[config.mk]
export PLATFORM = sky130hd
export DESIGN_NAME = menu_password_access_ctrl
export DESIGN_NICKNAME = d
export VERILOG_FILES = /design/src/rtl/access_ctrl_pkg.sv /design/src/rtl/sec_timer.sv /design/src/rtl/menu_password_access_ctrl.sv
export VERILOG_INCLUDE_DIRS = /design/src /design/src/rtl
export SDC_FILE = /design/constraint.sdc
export NUM_CORES = 1
export LEC_CHECK = 0
export ABC_AREA = 0
export BUFFER_PORTS_ARGS = -buffer_cell sky130_fd_sc_hd__buf_2
export CELL_PAD_IN_SITES_DETAIL_PLACEMENT = 1
export CELL_PAD_IN_SITES_GLOBAL_PLACEMENT = 2
export CORE_MARGIN = 8
export CORE_UTILIZATION = 23
export DETAILED_ROUTE_END_ITERATION = 7
export PLACE_DENSITY = 0.47
export SKIP_LAST_GASP = 1
export SYNTH_ARGS = -nofsm -noshare
export SYNTH_HDL_FRONTEND = slang
export SYNTH_SLANG_ARGS = --single-unit
[constraint.sdc]
create_clock -name clk_sys -period 5.9 [get_ports clk_sys]
set_input_delay 0.59 -clock clk_sys [delete_from_list [all_inputs] [get_ports clk_sys]]
set_output_delay 0.59 -clock clk_sys [all_outputs]
set_load 0.01 [all_outputs]
[src/rtl/access_ctrl_defines.svh]
// Purpose: Constants of the front-panel access controller
// Assumes: 100 MHz system clock
// Notes:   Offsets, field positions, reset values and timing counts
`ifndef ACCESS_CTRL_DEFINES_SVH
`define ACCESS_CTRL_DEFINES_SVH

// Register offsets on the plain register port
`define REG_CTRL          4'h0
`define REG_STATUS        4'h1
`define REG_SCREEN        4'h2

// Control register fields
`define CTRL_SWRST_BIT    0
`define CTRL_FACTORY_BIT  1
`define CTRL_TGT_LSB      2
`define CTRL_TGT_MSB      3
`define CTRL_STAT_BIT     4

// Timing
`define CLK_PERIOD_NS     10
`define TICK_PERIOD_NS    1_000_000_000
`define DISP_TIMEOUT_S    180
`define INPUT_TIMEOUT_S   60

// Factory passwords, first character in the top byte
`define PW1_DEFAULT       32'h5030_3031
`define PW2_DEFAULT       32'h5030_3032
`define PW3_DEFAULT       32'h4142_4344

// Level status after factory init: level 1 off, 2 off, 3 on
`define LVL_ON_DEFAULT    3'h4

// Character set and masking
`define CHAR_MIN          8'h21
`define CHAR_MAX          8'h7e
`define CHAR_INIT         8'h41
`define CHAR_MASK         8'h2a
`define CHAR_SPACE        8'h20

// Screen numbers
`define SCR_START         7'h7f
`define SCR_PROMPT        7'h0b

`endif

[src/rtl/access_ctrl_pkg.sv]
// Purpose: Types of the front-panel access controller
// Assumes: access_ctrl_defines.svh holds the numbers
// Notes:   Levels run 0 (none) to 3 (highest)
package access_ctrl_pkg;

    typedef logic [1:0]      lvl_t;
    typedef logic [3:0][7:0] word_t;

    // Gray codes along start, prompt, browse, edit, locked
    typedef enum logic [2:0] {
        ST_START  = 3'h0,
        ST_PROMPT = 3'h1,
        ST_BROWSE = 3'h3,
        ST_EDIT   = 3'h2,
        ST_LOCKED = 3'h6
    } state_t;

    typedef enum logic [1:0] {
        ED_PWD   = 2'h0,
        ED_MSG   = 2'h1,
        ED_PARAM = 2'h2
    } kind_t;

    typedef struct packed {
        logic up;
        logic down;
        logic left;
        logic right;
        logic ok;
        logic cancel;
    } keys_t;

    typedef struct packed {
        logic [6:0] screen;
        logic       blank;
        logic       edit;
        logic [1:0] cursor;
        word_t      text;
    } disp_t;

endpackage

[src/rtl/sec_timer.sv]
// Purpose: Seconds time-out counter, restarted by activity
// Assumes: tick is a one-cycle pulse once a second
// Notes:   expired pulses once when LIMIT seconds pass without restart
`timescale 1ns/1ps
module sec_timer
    import access_ctrl_pkg::*;
#(
    parameter int LIMIT = 60
)(
    input  wire logic clk_sys,  // System clock
    input  wire logic nrst,     // Synchronous reset, active low
    input  wire logic ce,       // Clock enable
    input  wire logic tick,     // One-second pulse
    input  wire logic run,      // Counting allowed
    input  wire logic restart,  // Activity, restarts the count
    output logic      expired   // One-cycle time-out pulse
);
    localparam int W = $clog2(LIMIT + 1);

    logic [W-1:0] cnt_q;

    // Count whole seconds while running, clear on activity
    always_ff @(posedge clk_sys)
    begin
        if (!nrst)
        begin
            cnt_q   <= '0;
            expired <= 1'b0;
        end
        else if (ce)
        begin
            expired <= 1'b0;
            if (restart || !run)
                cnt_q <= '0;
            else if (tick)
            begin
                if (cnt_q == W'(LIMIT - 1))
                begin
                    cnt_q   <= '0;
                    expired <= 1'b1;
                end
                else
                    cnt_q <= cnt_q + W'(1);
            end
        end
    end
endmodule

[src/rtl/menu_password_access_ctrl.sv]
// Purpose: Menu walker and password guard for the front panel
// Assumes: keypad levels are asynchronous, one key per press
// Notes:   Menu screen number is column times ten plus row
//
// Added by the designer: the plain strobed port and the address map.
`timescale 1ns/1ps
`include "access_ctrl_defines.svh"
module menu_password_access_ctrl
    import access_ctrl_pkg::*;
#(
    parameter int        CYCLES_PER_SEC = `TICK_PERIOD_NS / `CLK_PERIOD_NS,
    parameter int        DISP_TO_S      = `DISP_TIMEOUT_S,
    parameter int        INPUT_TO_S     = `INPUT_TIMEOUT_S,
    parameter logic [31:0] SW_VERSION   = 32'h5631_3030  // Arbitrary value
)(
    input  wire logic        clk_sys,   // System clock, 100 MHz
    input  wire logic        nrst,      // Synchronous reset, active low
    input  wire logic        ce,        // Clock enable, freezes all state
    input  wire keys_t       key_pin,   // Raw keypad levels, high = pressed
    input  wire logic [3:0]  addr,      // Register address
    input  wire logic [31:0] wdata,     // Register write data
    input  wire logic        wr,        // Register write strobe
    input  wire logic        rd,        // Register read strobe
    output logic      [31:0] rdata,     // Read data, cycle after rd
    output disp_t            disp,      // Display contents
    output logic             lamp_test, // Indicator lamp test drive
    output lvl_t             level      // Granted level
);
    localparam int TW = $clog2(CYCLES_PER_SEC);

    keys_t        k1_q, k2_q, k3_q;
    keys_t        press;
    logic         any_key;
    logic [TW-1:0] pre_q;
    logic         tick_q;
    logic         disp_exp, inp_exp;
    state_t       state_q;
    kind_t        kind_q;
    logic [1:0]   col_q;
    logic [2:0]   row_q;
    lvl_t         gr_q;
    logic         invalid_q;
    word_t        buf_q;
    logic [1:0]   cur_q;
    word_t        pw_q [1:3];
    logic [3:1]   lvl_on_q;
    word_t        msg_q;
    logic [7:0]   par_q [0:31];
    logic [4:0]   tgt_q;
    logic         swrst, factory;
    lvl_t         base_lvl, match_lvl, tgt_lvl;
    logic         commit;
    logic [6:0]   scr_num;
    logic [4:0]   idx;

    // Level needed to show a screen
    function automatic lvl_t view_lvl(input logic [1:0] c, input logic [2:0] r);
        lvl_t v;
        v = 2'd2;
        if (c == 2'd0)
            v = (r == 3'd0) ? 2'd0 : 2'd1;
        else if (c == 2'd2 && (r == 3'd2 || r == 3'd7))
            v = 2'd3;
        else if (c == 2'd3)
            v = 2'd3;
        return v;
    endfunction

    // Level needed to edit a screen
    function automatic lvl_t edit_lvl(input logic [1:0] c, input logic [2:0] r);
        lvl_t v;
        v = 2'd2;
        if (c == 2'd0 && r == 3'd0)
            v = 2'd3;
        else if (c == 2'd1 && r == 3'd3)
            v = 2'd1;
        else if (view_lvl(c, r) == 2'd3)
            v = 2'd3;
        return v;
    endfunction

    // Step through the printable character set
    function automatic logic [7:0] char_step(input logic [7:0] ch, input logic dn);
        logic [7:0] v;
        if (dn)
            v = (ch <= `CHAR_MIN) ? `CHAR_MAX : ch - 8'd1;
        else
            v = (ch >= `CHAR_MAX) ? `CHAR_MIN : ch + 8'd1;
        return v;
    endfunction

    // Keypad synchroniser and press edge
    always_ff @(posedge clk_sys)
    begin
        if (!nrst)
        begin
            k1_q <= '0;
            k2_q <= '0;
            k3_q <= '0;
        end
        else if (ce)
        begin
            k1_q <= key_pin;
            k2_q <= k1_q;
            k3_q <= k2_q;
        end
    end

    assign press   = k2_q & ~k3_q;
    assign any_key = |press;

    // One-second tick from the system clock
    always_ff @(posedge clk_sys)
    begin
        if (!nrst)
        begin
            pre_q  <= '0;
            tick_q <= 1'b0;
        end
        else if (ce)
        begin
            tick_q <= (pre_q == TW'(CYCLES_PER_SEC - 1));
            pre_q  <= (pre_q == TW'(CYCLES_PER_SEC - 1)) ? '0 : pre_q + TW'(1);
        end
    end

    // Display time-out, restarted by any key outside the locked state
    sec_timer #(.LIMIT(DISP_TO_S)) u_disp_to (
        .clk_sys (clk_sys),
        .nrst    (nrst),
        .ce      (ce),
        .tick    (tick_q),
        .run     (state_q != ST_START),
        .restart (any_key && state_q != ST_LOCKED),
        .expired (disp_exp)
    );

    // Local input time-out while entering data
    sec_timer #(.LIMIT(INPUT_TO_S)) u_input_to (
        .clk_sys (clk_sys),
        .nrst    (nrst),
        .ce      (ce),
        .tick    (tick_q),
        .run     (state_q == ST_EDIT || state_q == ST_PROMPT),
        .restart (any_key),
        .expired (inp_exp)
    );

    // Decode of stored levels, matching and commit
    always_comb
    begin
        base_lvl = 2'd0;
        if (!lvl_on_q[1])
            base_lvl = lvl_on_q[2] ? 2'd1 : 2'd2;
        match_lvl = 2'd0;
        if (buf_q == pw_q[3])
            match_lvl = 2'd3;
        else if (buf_q == pw_q[2])
            match_lvl = 2'd2;
        else if (buf_q == pw_q[1])
            match_lvl = 2'd1;
        tgt_lvl = tgt_q[1:0];
        swrst   = wr && addr == `REG_CTRL && wdata[`CTRL_SWRST_BIT];
        factory = wr && addr == `REG_CTRL && wdata[`CTRL_FACTORY_BIT];
        commit  = ce && state_q == ST_EDIT && press.ok && !disp_exp && !swrst && !factory;
        idx     = {col_q, row_q};
        scr_num = 7'(col_q) * 7'd10 + 7'(row_q);
    end

    // Menu walker and entry state
    always_ff @(posedge clk_sys)
    begin
        if (!nrst)
        begin
            state_q   <= ST_START;
            kind_q    <= ED_PWD;
            col_q     <= '0;
            row_q     <= '0;
            gr_q      <= '0;
            invalid_q <= 1'b0;
            buf_q     <= {4{`CHAR_INIT}};
            cur_q     <= '0;
        end
        else if (ce)
        begin
            if (swrst || factory)
            begin
                state_q <= ST_START;
                gr_q    <= '0;
            end
            else if (disp_exp)
            begin
                state_q   <= ST_BROWSE;
                gr_q      <= base_lvl;
                col_q     <= '0;
                row_q     <= '0;
                invalid_q <= 1'b0;
            end
            else
            begin
                unique case (state_q)
                    ST_START:
                        if (any_key)
                        begin
                            state_q <= ST_PROMPT;
                            buf_q   <= {4{`CHAR_INIT}};
                            cur_q   <= '0;
                        end
                    ST_PROMPT, ST_EDIT:
                    begin
                        if (press.up || press.down)
                            buf_q[2'd3 - cur_q] <=
                                char_step(buf_q[2'd3 - cur_q], press.down);
                        if (press.left)
                            cur_q <= cur_q - 2'd1;
                        if (press.right)
                            cur_q <= cur_q + 2'd1;
                        if (state_q == ST_PROMPT && press.ok)
                        begin
                            col_q <= '0;
                            row_q <= '0;
                            if (match_lvl != 2'd0)
                            begin
                                gr_q      <= match_lvl;
                                invalid_q <= 1'b0;
                                state_q   <= ST_BROWSE;
                            end
                            else
                            begin
                                gr_q      <= base_lvl;
                                invalid_q <= 1'b1;
                                state_q   <= ST_LOCKED;
                            end
                        end
                        else if (state_q == ST_PROMPT && (press.cancel || inp_exp))
                        begin
                            gr_q      <= base_lvl;
                            invalid_q <= 1'b1;
                            state_q   <= ST_BROWSE;
                            col_q     <= '0;
                            row_q     <= '0;
                        end
                        else if (press.ok || press.cancel || inp_exp)
                            state_q <= ST_BROWSE;
                    end
                    ST_BROWSE:
                        if (lvl_on_q[1] && gr_q == 2'd0)
                        begin
                            if (any_key)
                            begin
                                state_q <= ST_PROMPT;
                                buf_q   <= {4{`CHAR_INIT}};
                                cur_q   <= '0;
                            end
                        end
                        else if (press.ok && gr_q >= edit_lvl(col_q, row_q))
                        begin
                            state_q <= ST_EDIT;
                            cur_q   <= '0;
                            if (col_q == 2'd0 && row_q == 3'd0)
                            begin
                                kind_q <= ED_MSG;
                                buf_q  <= msg_q;
                            end
                            else if (col_q == 2'd1 && row_q == 3'd3)
                            begin
                                kind_q <= ED_PWD;
                                buf_q  <= {4{`CHAR_INIT}};
                            end
                            else
                            begin
                                kind_q <= ED_PARAM;
                                buf_q  <= {par_q[idx], {3{`CHAR_SPACE}}};
                            end
                        end
                        else if (press.cancel)
                        begin
                            if (col_q != 2'd0)
                                col_q <= col_q - 2'd1;
                            else
                                row_q <= '0;
                        end
                        else if (press.left && col_q != 2'd0)
                            col_q <= col_q - 2'd1;
                        else if (press.right && col_q != 2'd3
                                 && gr_q >= view_lvl(col_q + 2'd1, row_q))
                            col_q <= col_q + 2'd1;
                        else if (press.up && row_q != 3'd0
                                 && gr_q >= view_lvl(col_q, row_q - 3'd1))
                            row_q <= row_q - 3'd1;
                        else if (press.down && row_q != 3'd7
                                 && gr_q >= view_lvl(col_q, row_q + 3'd1))
                            row_q <= row_q + 3'd1;
                    ST_LOCKED:
                        state_q <= ST_LOCKED;
                    default:
                        state_q <= ST_START;
                endcase
            end
        end
    end

    // Stored passwords and level status
    always_ff @(posedge clk_sys)
    begin
        if (!nrst)
        begin
            pw_q[1]  <= `PW1_DEFAULT;
            pw_q[2]  <= `PW2_DEFAULT;
            pw_q[3]  <= `PW3_DEFAULT;
            lvl_on_q <= `LVL_ON_DEFAULT;
        end
        else if (ce)
        begin
            if (factory)
            begin
                pw_q[1]  <= `PW1_DEFAULT;
                pw_q[2]  <= `PW2_DEFAULT;
                pw_q[3]  <= `PW3_DEFAULT;
                lvl_on_q <= `LVL_ON_DEFAULT;
            end
            else if (commit && kind_q == ED_PWD && tgt_lvl != 2'd0 && gr_q >= tgt_lvl)
            begin
                pw_q[tgt_lvl]     <= buf_q;
                lvl_on_q[tgt_lvl] <= tgt_q[4];
            end
            if (disp_exp)
                lvl_on_q[3] <= 1'b1;
        end
    end

    // Home message and screen parameters
    always_ff @(posedge clk_sys)
    begin
        if (!nrst)
        begin
            msg_q <= {4{`CHAR_SPACE}};
            for (int i = 0; i < 32; i++)
                par_q[i] <= '0;
        end
        else if (ce && commit)
        begin
            if (kind_q == ED_MSG)
                msg_q <= buf_q;
            else if (kind_q == ED_PARAM)
                par_q[idx] <= buf_q[3];
        end
    end

    // Register port: control writes, status reads
    always_ff @(posedge clk_sys)
    begin
        if (!nrst)
        begin
            tgt_q <= '0;
            rdata <= '0;
        end
        else if (ce)
        begin
            if (wr && addr == `REG_CTRL)
                tgt_q <= {wdata[`CTRL_STAT_BIT], 2'b00,
                          wdata[`CTRL_TGT_MSB:`CTRL_TGT_LSB]};
            rdata <= '0;
            if (rd)
            begin
                unique case (addr)
                    `REG_CTRL:   rdata <= {27'h0, tgt_q[4], 2'b00, tgt_q[1:0]};
                    `REG_STATUS: rdata <= {22'h0, state_q, lvl_on_q,
                                           invalid_q, state_q == ST_LOCKED, gr_q};
                    `REG_SCREEN: rdata <= {25'h0, disp.screen};
                    default:     rdata <= '0;
                endcase
            end
        end
    end

    // Display frame and lamp test
    always_ff @(posedge clk_sys)
    begin
        if (!nrst)
        begin
            disp      <= '0;
            lamp_test <= 1'b0;
        end
        else if (ce)
        begin
            disp.blank  <= (state_q == ST_LOCKED);
            disp.edit   <= (state_q == ST_EDIT || state_q == ST_PROMPT);
            disp.cursor <= cur_q;
            lamp_test   <= (state_q == ST_START) ? (lamp_test ^ tick_q) : 1'b0;
            unique case (state_q)
                ST_START:
                begin
                    disp.screen <= `SCR_START;
                    disp.text   <= lamp_test ? {4{8'hff}} : SW_VERSION;
                end
                ST_PROMPT:
                begin
                    disp.screen <= `SCR_PROMPT;
                    disp.text   <= {4{`CHAR_MASK}};
                end
                ST_LOCKED:
                begin
                    disp.screen <= `SCR_PROMPT;
                    disp.text   <= {4{`CHAR_SPACE}};
                end
                default:
                begin
                    disp.screen <= (lvl_on_q[1] && gr_q == 2'd0) ? 7'd0 : scr_num;
                    if (state_q == ST_EDIT && kind_q == ED_PWD)
                        disp.text <= {4{`CHAR_MASK}};
                    else if (state_q == ST_EDIT)
                        disp.text <= buf_q;
                    else if (idx == 5'd0)
                        disp.text <= msg_q;
                    else if (col_q == 2'd1 && row_q == 3'd3)
                        disp.text <= {4{`CHAR_MASK}};
                    else
                        disp.text <= {par_q[idx], {3{`CHAR_SPACE}}};
                end
            endcase
        end
    end

    assign level = gr_q;
endmodule

==> flow_summary.yaml <==
die:
  die_area_mm2: 0.1315
  initial_core_util: 0.2310
  num_io_pins: 125
  coreArea_mm2: 0.1197
  rows: 127
  die_w_um: 362.7
  die_h_um: 362.7
drt:
  drt_first_pass_iters: 5
  first_iter_violations: 1189
  routedWlPerCell_um: 22.94
  antenna_left: 0
  wirelength_mm: 96.52
  vias: 19360
  drc: 0
  drt-vias-per-instance: 4.600
finish:
  fillers: 13240
  fin_area_mm2: 0.03215
  drive_gt1_frac: 0.1519
  nets: 2621
  area_delta_synth_final_pct: 16.33
clock_network:
  clock_latency_ps: 640
  cts-resized-gates: 0
  htree_levels: 3
  postCtsSetupBuffers: 0
  cts_hold_buf: 0
  root_buffer: "clkbuf_16"
  clk_pin_slew_ps: 60
  clk_path_buf_depth: 3
  clock-sinks: 553
  cts_made_buffers: 70
  cts_tree: "done"
setup_path:
  crit_path_end_kind: "flop"
  cp_max_fo: 19
  reg2regPathDepth: 14
  arrival_ps: 5170
  reg2reg_slack_ps: 1280
  rr_endpoint: "buf_q[19]$_SDFFE_PN0P_"
  critPathKind: "reg -> reg"
  critical_path.startpoint_type: "flop"
  critPathRequiredTime_ps: 6450
  rr_startpoint: "col_q[1]$_SDFFE_PN0P_"
placed_design:
  post-dp-hpwl_mm: 66.18
  port_buffers: 75
  place.gp.congestion: 0.7773
  dpl-instance-area_mm2: 0.02987
  dp_slack_ps: 1172
sta:
  hold_viol_final: 0
  final-setup-viol-count: 0
  worst_pin_slew_ps: 1370
  setup_slack_ps: 1282
  rsz0062_at_grt: "false"
  finClkSkew_ps: 24.78
  timing.final.crit_share: 0.7828
  fin_crit_ps: 4618
  slew_headroom: 0.07709
  fmax_mhz: 216.5
  tns_ps: 0
  finalMaxSlewViolations: 0
grt:
  grt_overflow_total: 0
  first_global_vias: 21060
  antenna_found_initial: 4
  grt_max_degree: 132
  grt_use_total: 0.1448
  grt_pass1_wl_mm: 144.0
hold_path:
  holdPathEnd: "k1_q[3]$_SDFFE_PN0P_"
  hp-class: "in -> reg"
  hold_path.startpoint: "key_pin[3]"
  hold_depth: 3
synthesis:
  synthFlopType: "edfxtp_1"
  syn_area_mm2: 0.02764
  synth-seq-area-share: 0.5280
  syn_inst: 2506
  async_flop_share: 0
  yosysUniqueCellTypes: 78
  synth-warning-count: 0
  synth-edff-count: 352
  synth-seq-cells: 553
  syn_avg_cell_area_um2: 11.03
run_status:
  status: "completed"
power:
  vdd_ir_drop_max_mv: 0.1907
  p_per_area_mw_per_mm2: 297.2
  p_leak_nw: 10.78
run:
  cap_viol_max_count: 0
-- state kept, by name, summed over array words and instances (netlist names), 3 cells and up --
name	flops
state_q	3
u_disp_to.cnt_q	8
row_q	3
pw_q	96
disp	43
pre_q	27
par_q	256
lvl_on_q	3
buf_q	32
k3_q	6
rdata	10
msg_q	32
u_input_to.cnt_q	6
k2_q	6
tgt_q	3
k1_q	6
-- cell usage after synthesis, drive strengths merged, types with 4 or more instances --
| master | n | area [um2] |
|---|---|---|
| nor2b | 54 | 337.8 |
| xor2 | 27 | 236.5 |
| ha | 33 | 412.9 |
| a21boi | 45 | 337.8 |
| or3 | 15 | 98.84 |
| and3 | 8 | 50.05 |
| nand3 | 37 | 185.2 |
| mux2 | 5 | 56.30 |
| a211oi | 4 | 30.03 |
| inv | 23 | 86.33 |
| a221oi | 14 | 122.6 |
| nor2 | 173 | 651.9 |
| a21o | 9 | 67.56 |
| o2bb2ai | 6 | 52.55 |
| o22ai | 15 | 93.84 |
| a21oi | 86 | 430.4 |
| a22oi | 19 | 142.6 |
| xnor2 | 117 | 1025 |
| o31ai | 7 | 52.55 |
| nand2b | 42 | 262.8 |
| a31oi | 13 | 81.33 |
| clkbuf | 164 | 618.1 |
| mux2i | 43 | 430.4 |
| nor3 | 71 | 376.6 |
| edfxtp | 352 | 10570 |
| o21a | 11 | 82.58 |
| or2 | 6 | 37.54 |
| nor4 | 19 | 140.1 |
| or4 | 5 | 41.29 |
| nor3b | 5 | 48.80 |
| o221a | 10 | 112.6 |
| o21ai | 118 | 590.6 |
| buf | 51 | 301.5 |
| dfxtp | 201 | 4024 |
| mux4 | 88 | 1982 |
| and2 | 310 | 1939 |
| o211ai | 8 | 60.06 |
| o2111ai | 8 | 70.07 |
| nand4 | 35 | 225.2 |
| a22o | 7 | 61.31 |
| nand2 | 202 | 758.2 |
-- worst max-delay path, stage by stage, from the launching register on --
cell and delay [ps]:
dfxtp_1 300, buf_4 290, clkinv_1 450, ha_1 370, and3b_1 290, nor2_1 290
o21ai_0 140, ha_1 280, nand2b_1 150, a21oi_1 320, o21a_1 270, or3_1 690
a21o_1 320, a221oi_1 110, nor3_1 250
-- per-stage QoR --
step                      instances  power (mW)  hold slack [ps]  utilization
after floorplan                2527       4.933            437.2            -
after global placement         4080       5.300            469.8       0.2497
after detailed placement       4080       5.316            480.5       0.2497
after CTS                      4205       9.757            181.0       0.2687
after global routing           4205       9.945            208.4       0.2687
final                          4208       9.558            231.6       0.2687
-- placed cells by master, fill, tap and decap left out, drive strengths merged, types with 22 or more instances in the layout --
master and n:
nand4 35, o21ai 118, nand2 202, nand2b 42, nor3 71, mux2i 43
clkbuf 94, nand3 37, conb 22, buf 156, a21boi 45, xnor2 117
ha 33, clkinv 23, a21oi 86, mux4 88, dfxtp 201, nor2 173
and2 310, xor2 27, nor2b 54, edfxtp 352, inv 26
-- final cells by class --
type | instances | area [um2] | area share
well taps | 1612 | 2017 | 0.06273
inverters | 25 | 93.84 | 0.002919
diodes | 3 | 7.507 | 0.0002335
clock buffers | 94 | 1956 | 0.06082
clock inverters | 31 | 315.3 | 0.009806
multi-input cells | 1734 | 12150 | 0.3779
flip-flops and latches | 553 | 14610 | 0.4544
repair buffers | 156 | 1005 | 0.03125
-- cell families (layout without fill, tap and decap cells) --
group                      after synthesis  in the layout  synth area share
adders and majority gates               34             34           0.01566
xor gates and xnor gates               144            144           0.04563
buffers and inverters                  240            306           0.03667
muxes                                  136            136           0.08931
DFF                                    553            553            0.5280
other                                    1             25         0.0001357
and+or+nand+nor                        991            991            0.1893
AOI/OAI and AO/OA                      407            407           0.09533
-- layer usage --
layer	part of all wire	vias to the layer above	wire length, um	track usage
li1	-	9014	-	-
met1	0.46	9942	44310	0.1885
met2	0.49	280	46870	0.2500
met3	0.028	119	2673	0.02025
met4	0.028	0	2666	0.04097
met5	0	-	0	0
-- worst max path at each step --
stage / start / endpoint / depth (start not counted)
after detailed placement: wdata[1] / pw_q[1][14]$_SDFFCE_PN0P_ / 9
after floorplan: wdata[0] / pw_q[3][0]$_SDFFCE_PN0P_ / 7
after global placement: wdata[0] / pw_q[1][14]$_SDFFCE_PN0P_ / 9
final: col_q[1]$_SDFFE_PN0P_ / buf_q[19]$_SDFFE_PN0P_ / 14
after CTS: col_q[1]$_SDFFE_PN0P_ / buf_q[3]$_SDFFE_PN0P_ / 14
after global routing: col_q[1]$_SDFFE_PN0P_ / buf_q[9]$_SDFFE_PN0P_ / 14
-- power by group --
part           total (mW)  leakage [nW]  switching, mW  internal, mW
combinational       0.832          4.68          0.547         0.284
clock                4.35          1.11           1.76          2.59
sequential           4.38          4.98          0.123          4.26
total                9.56          10.8           2.43          7.13
Power figures use the tool's default switching activity.
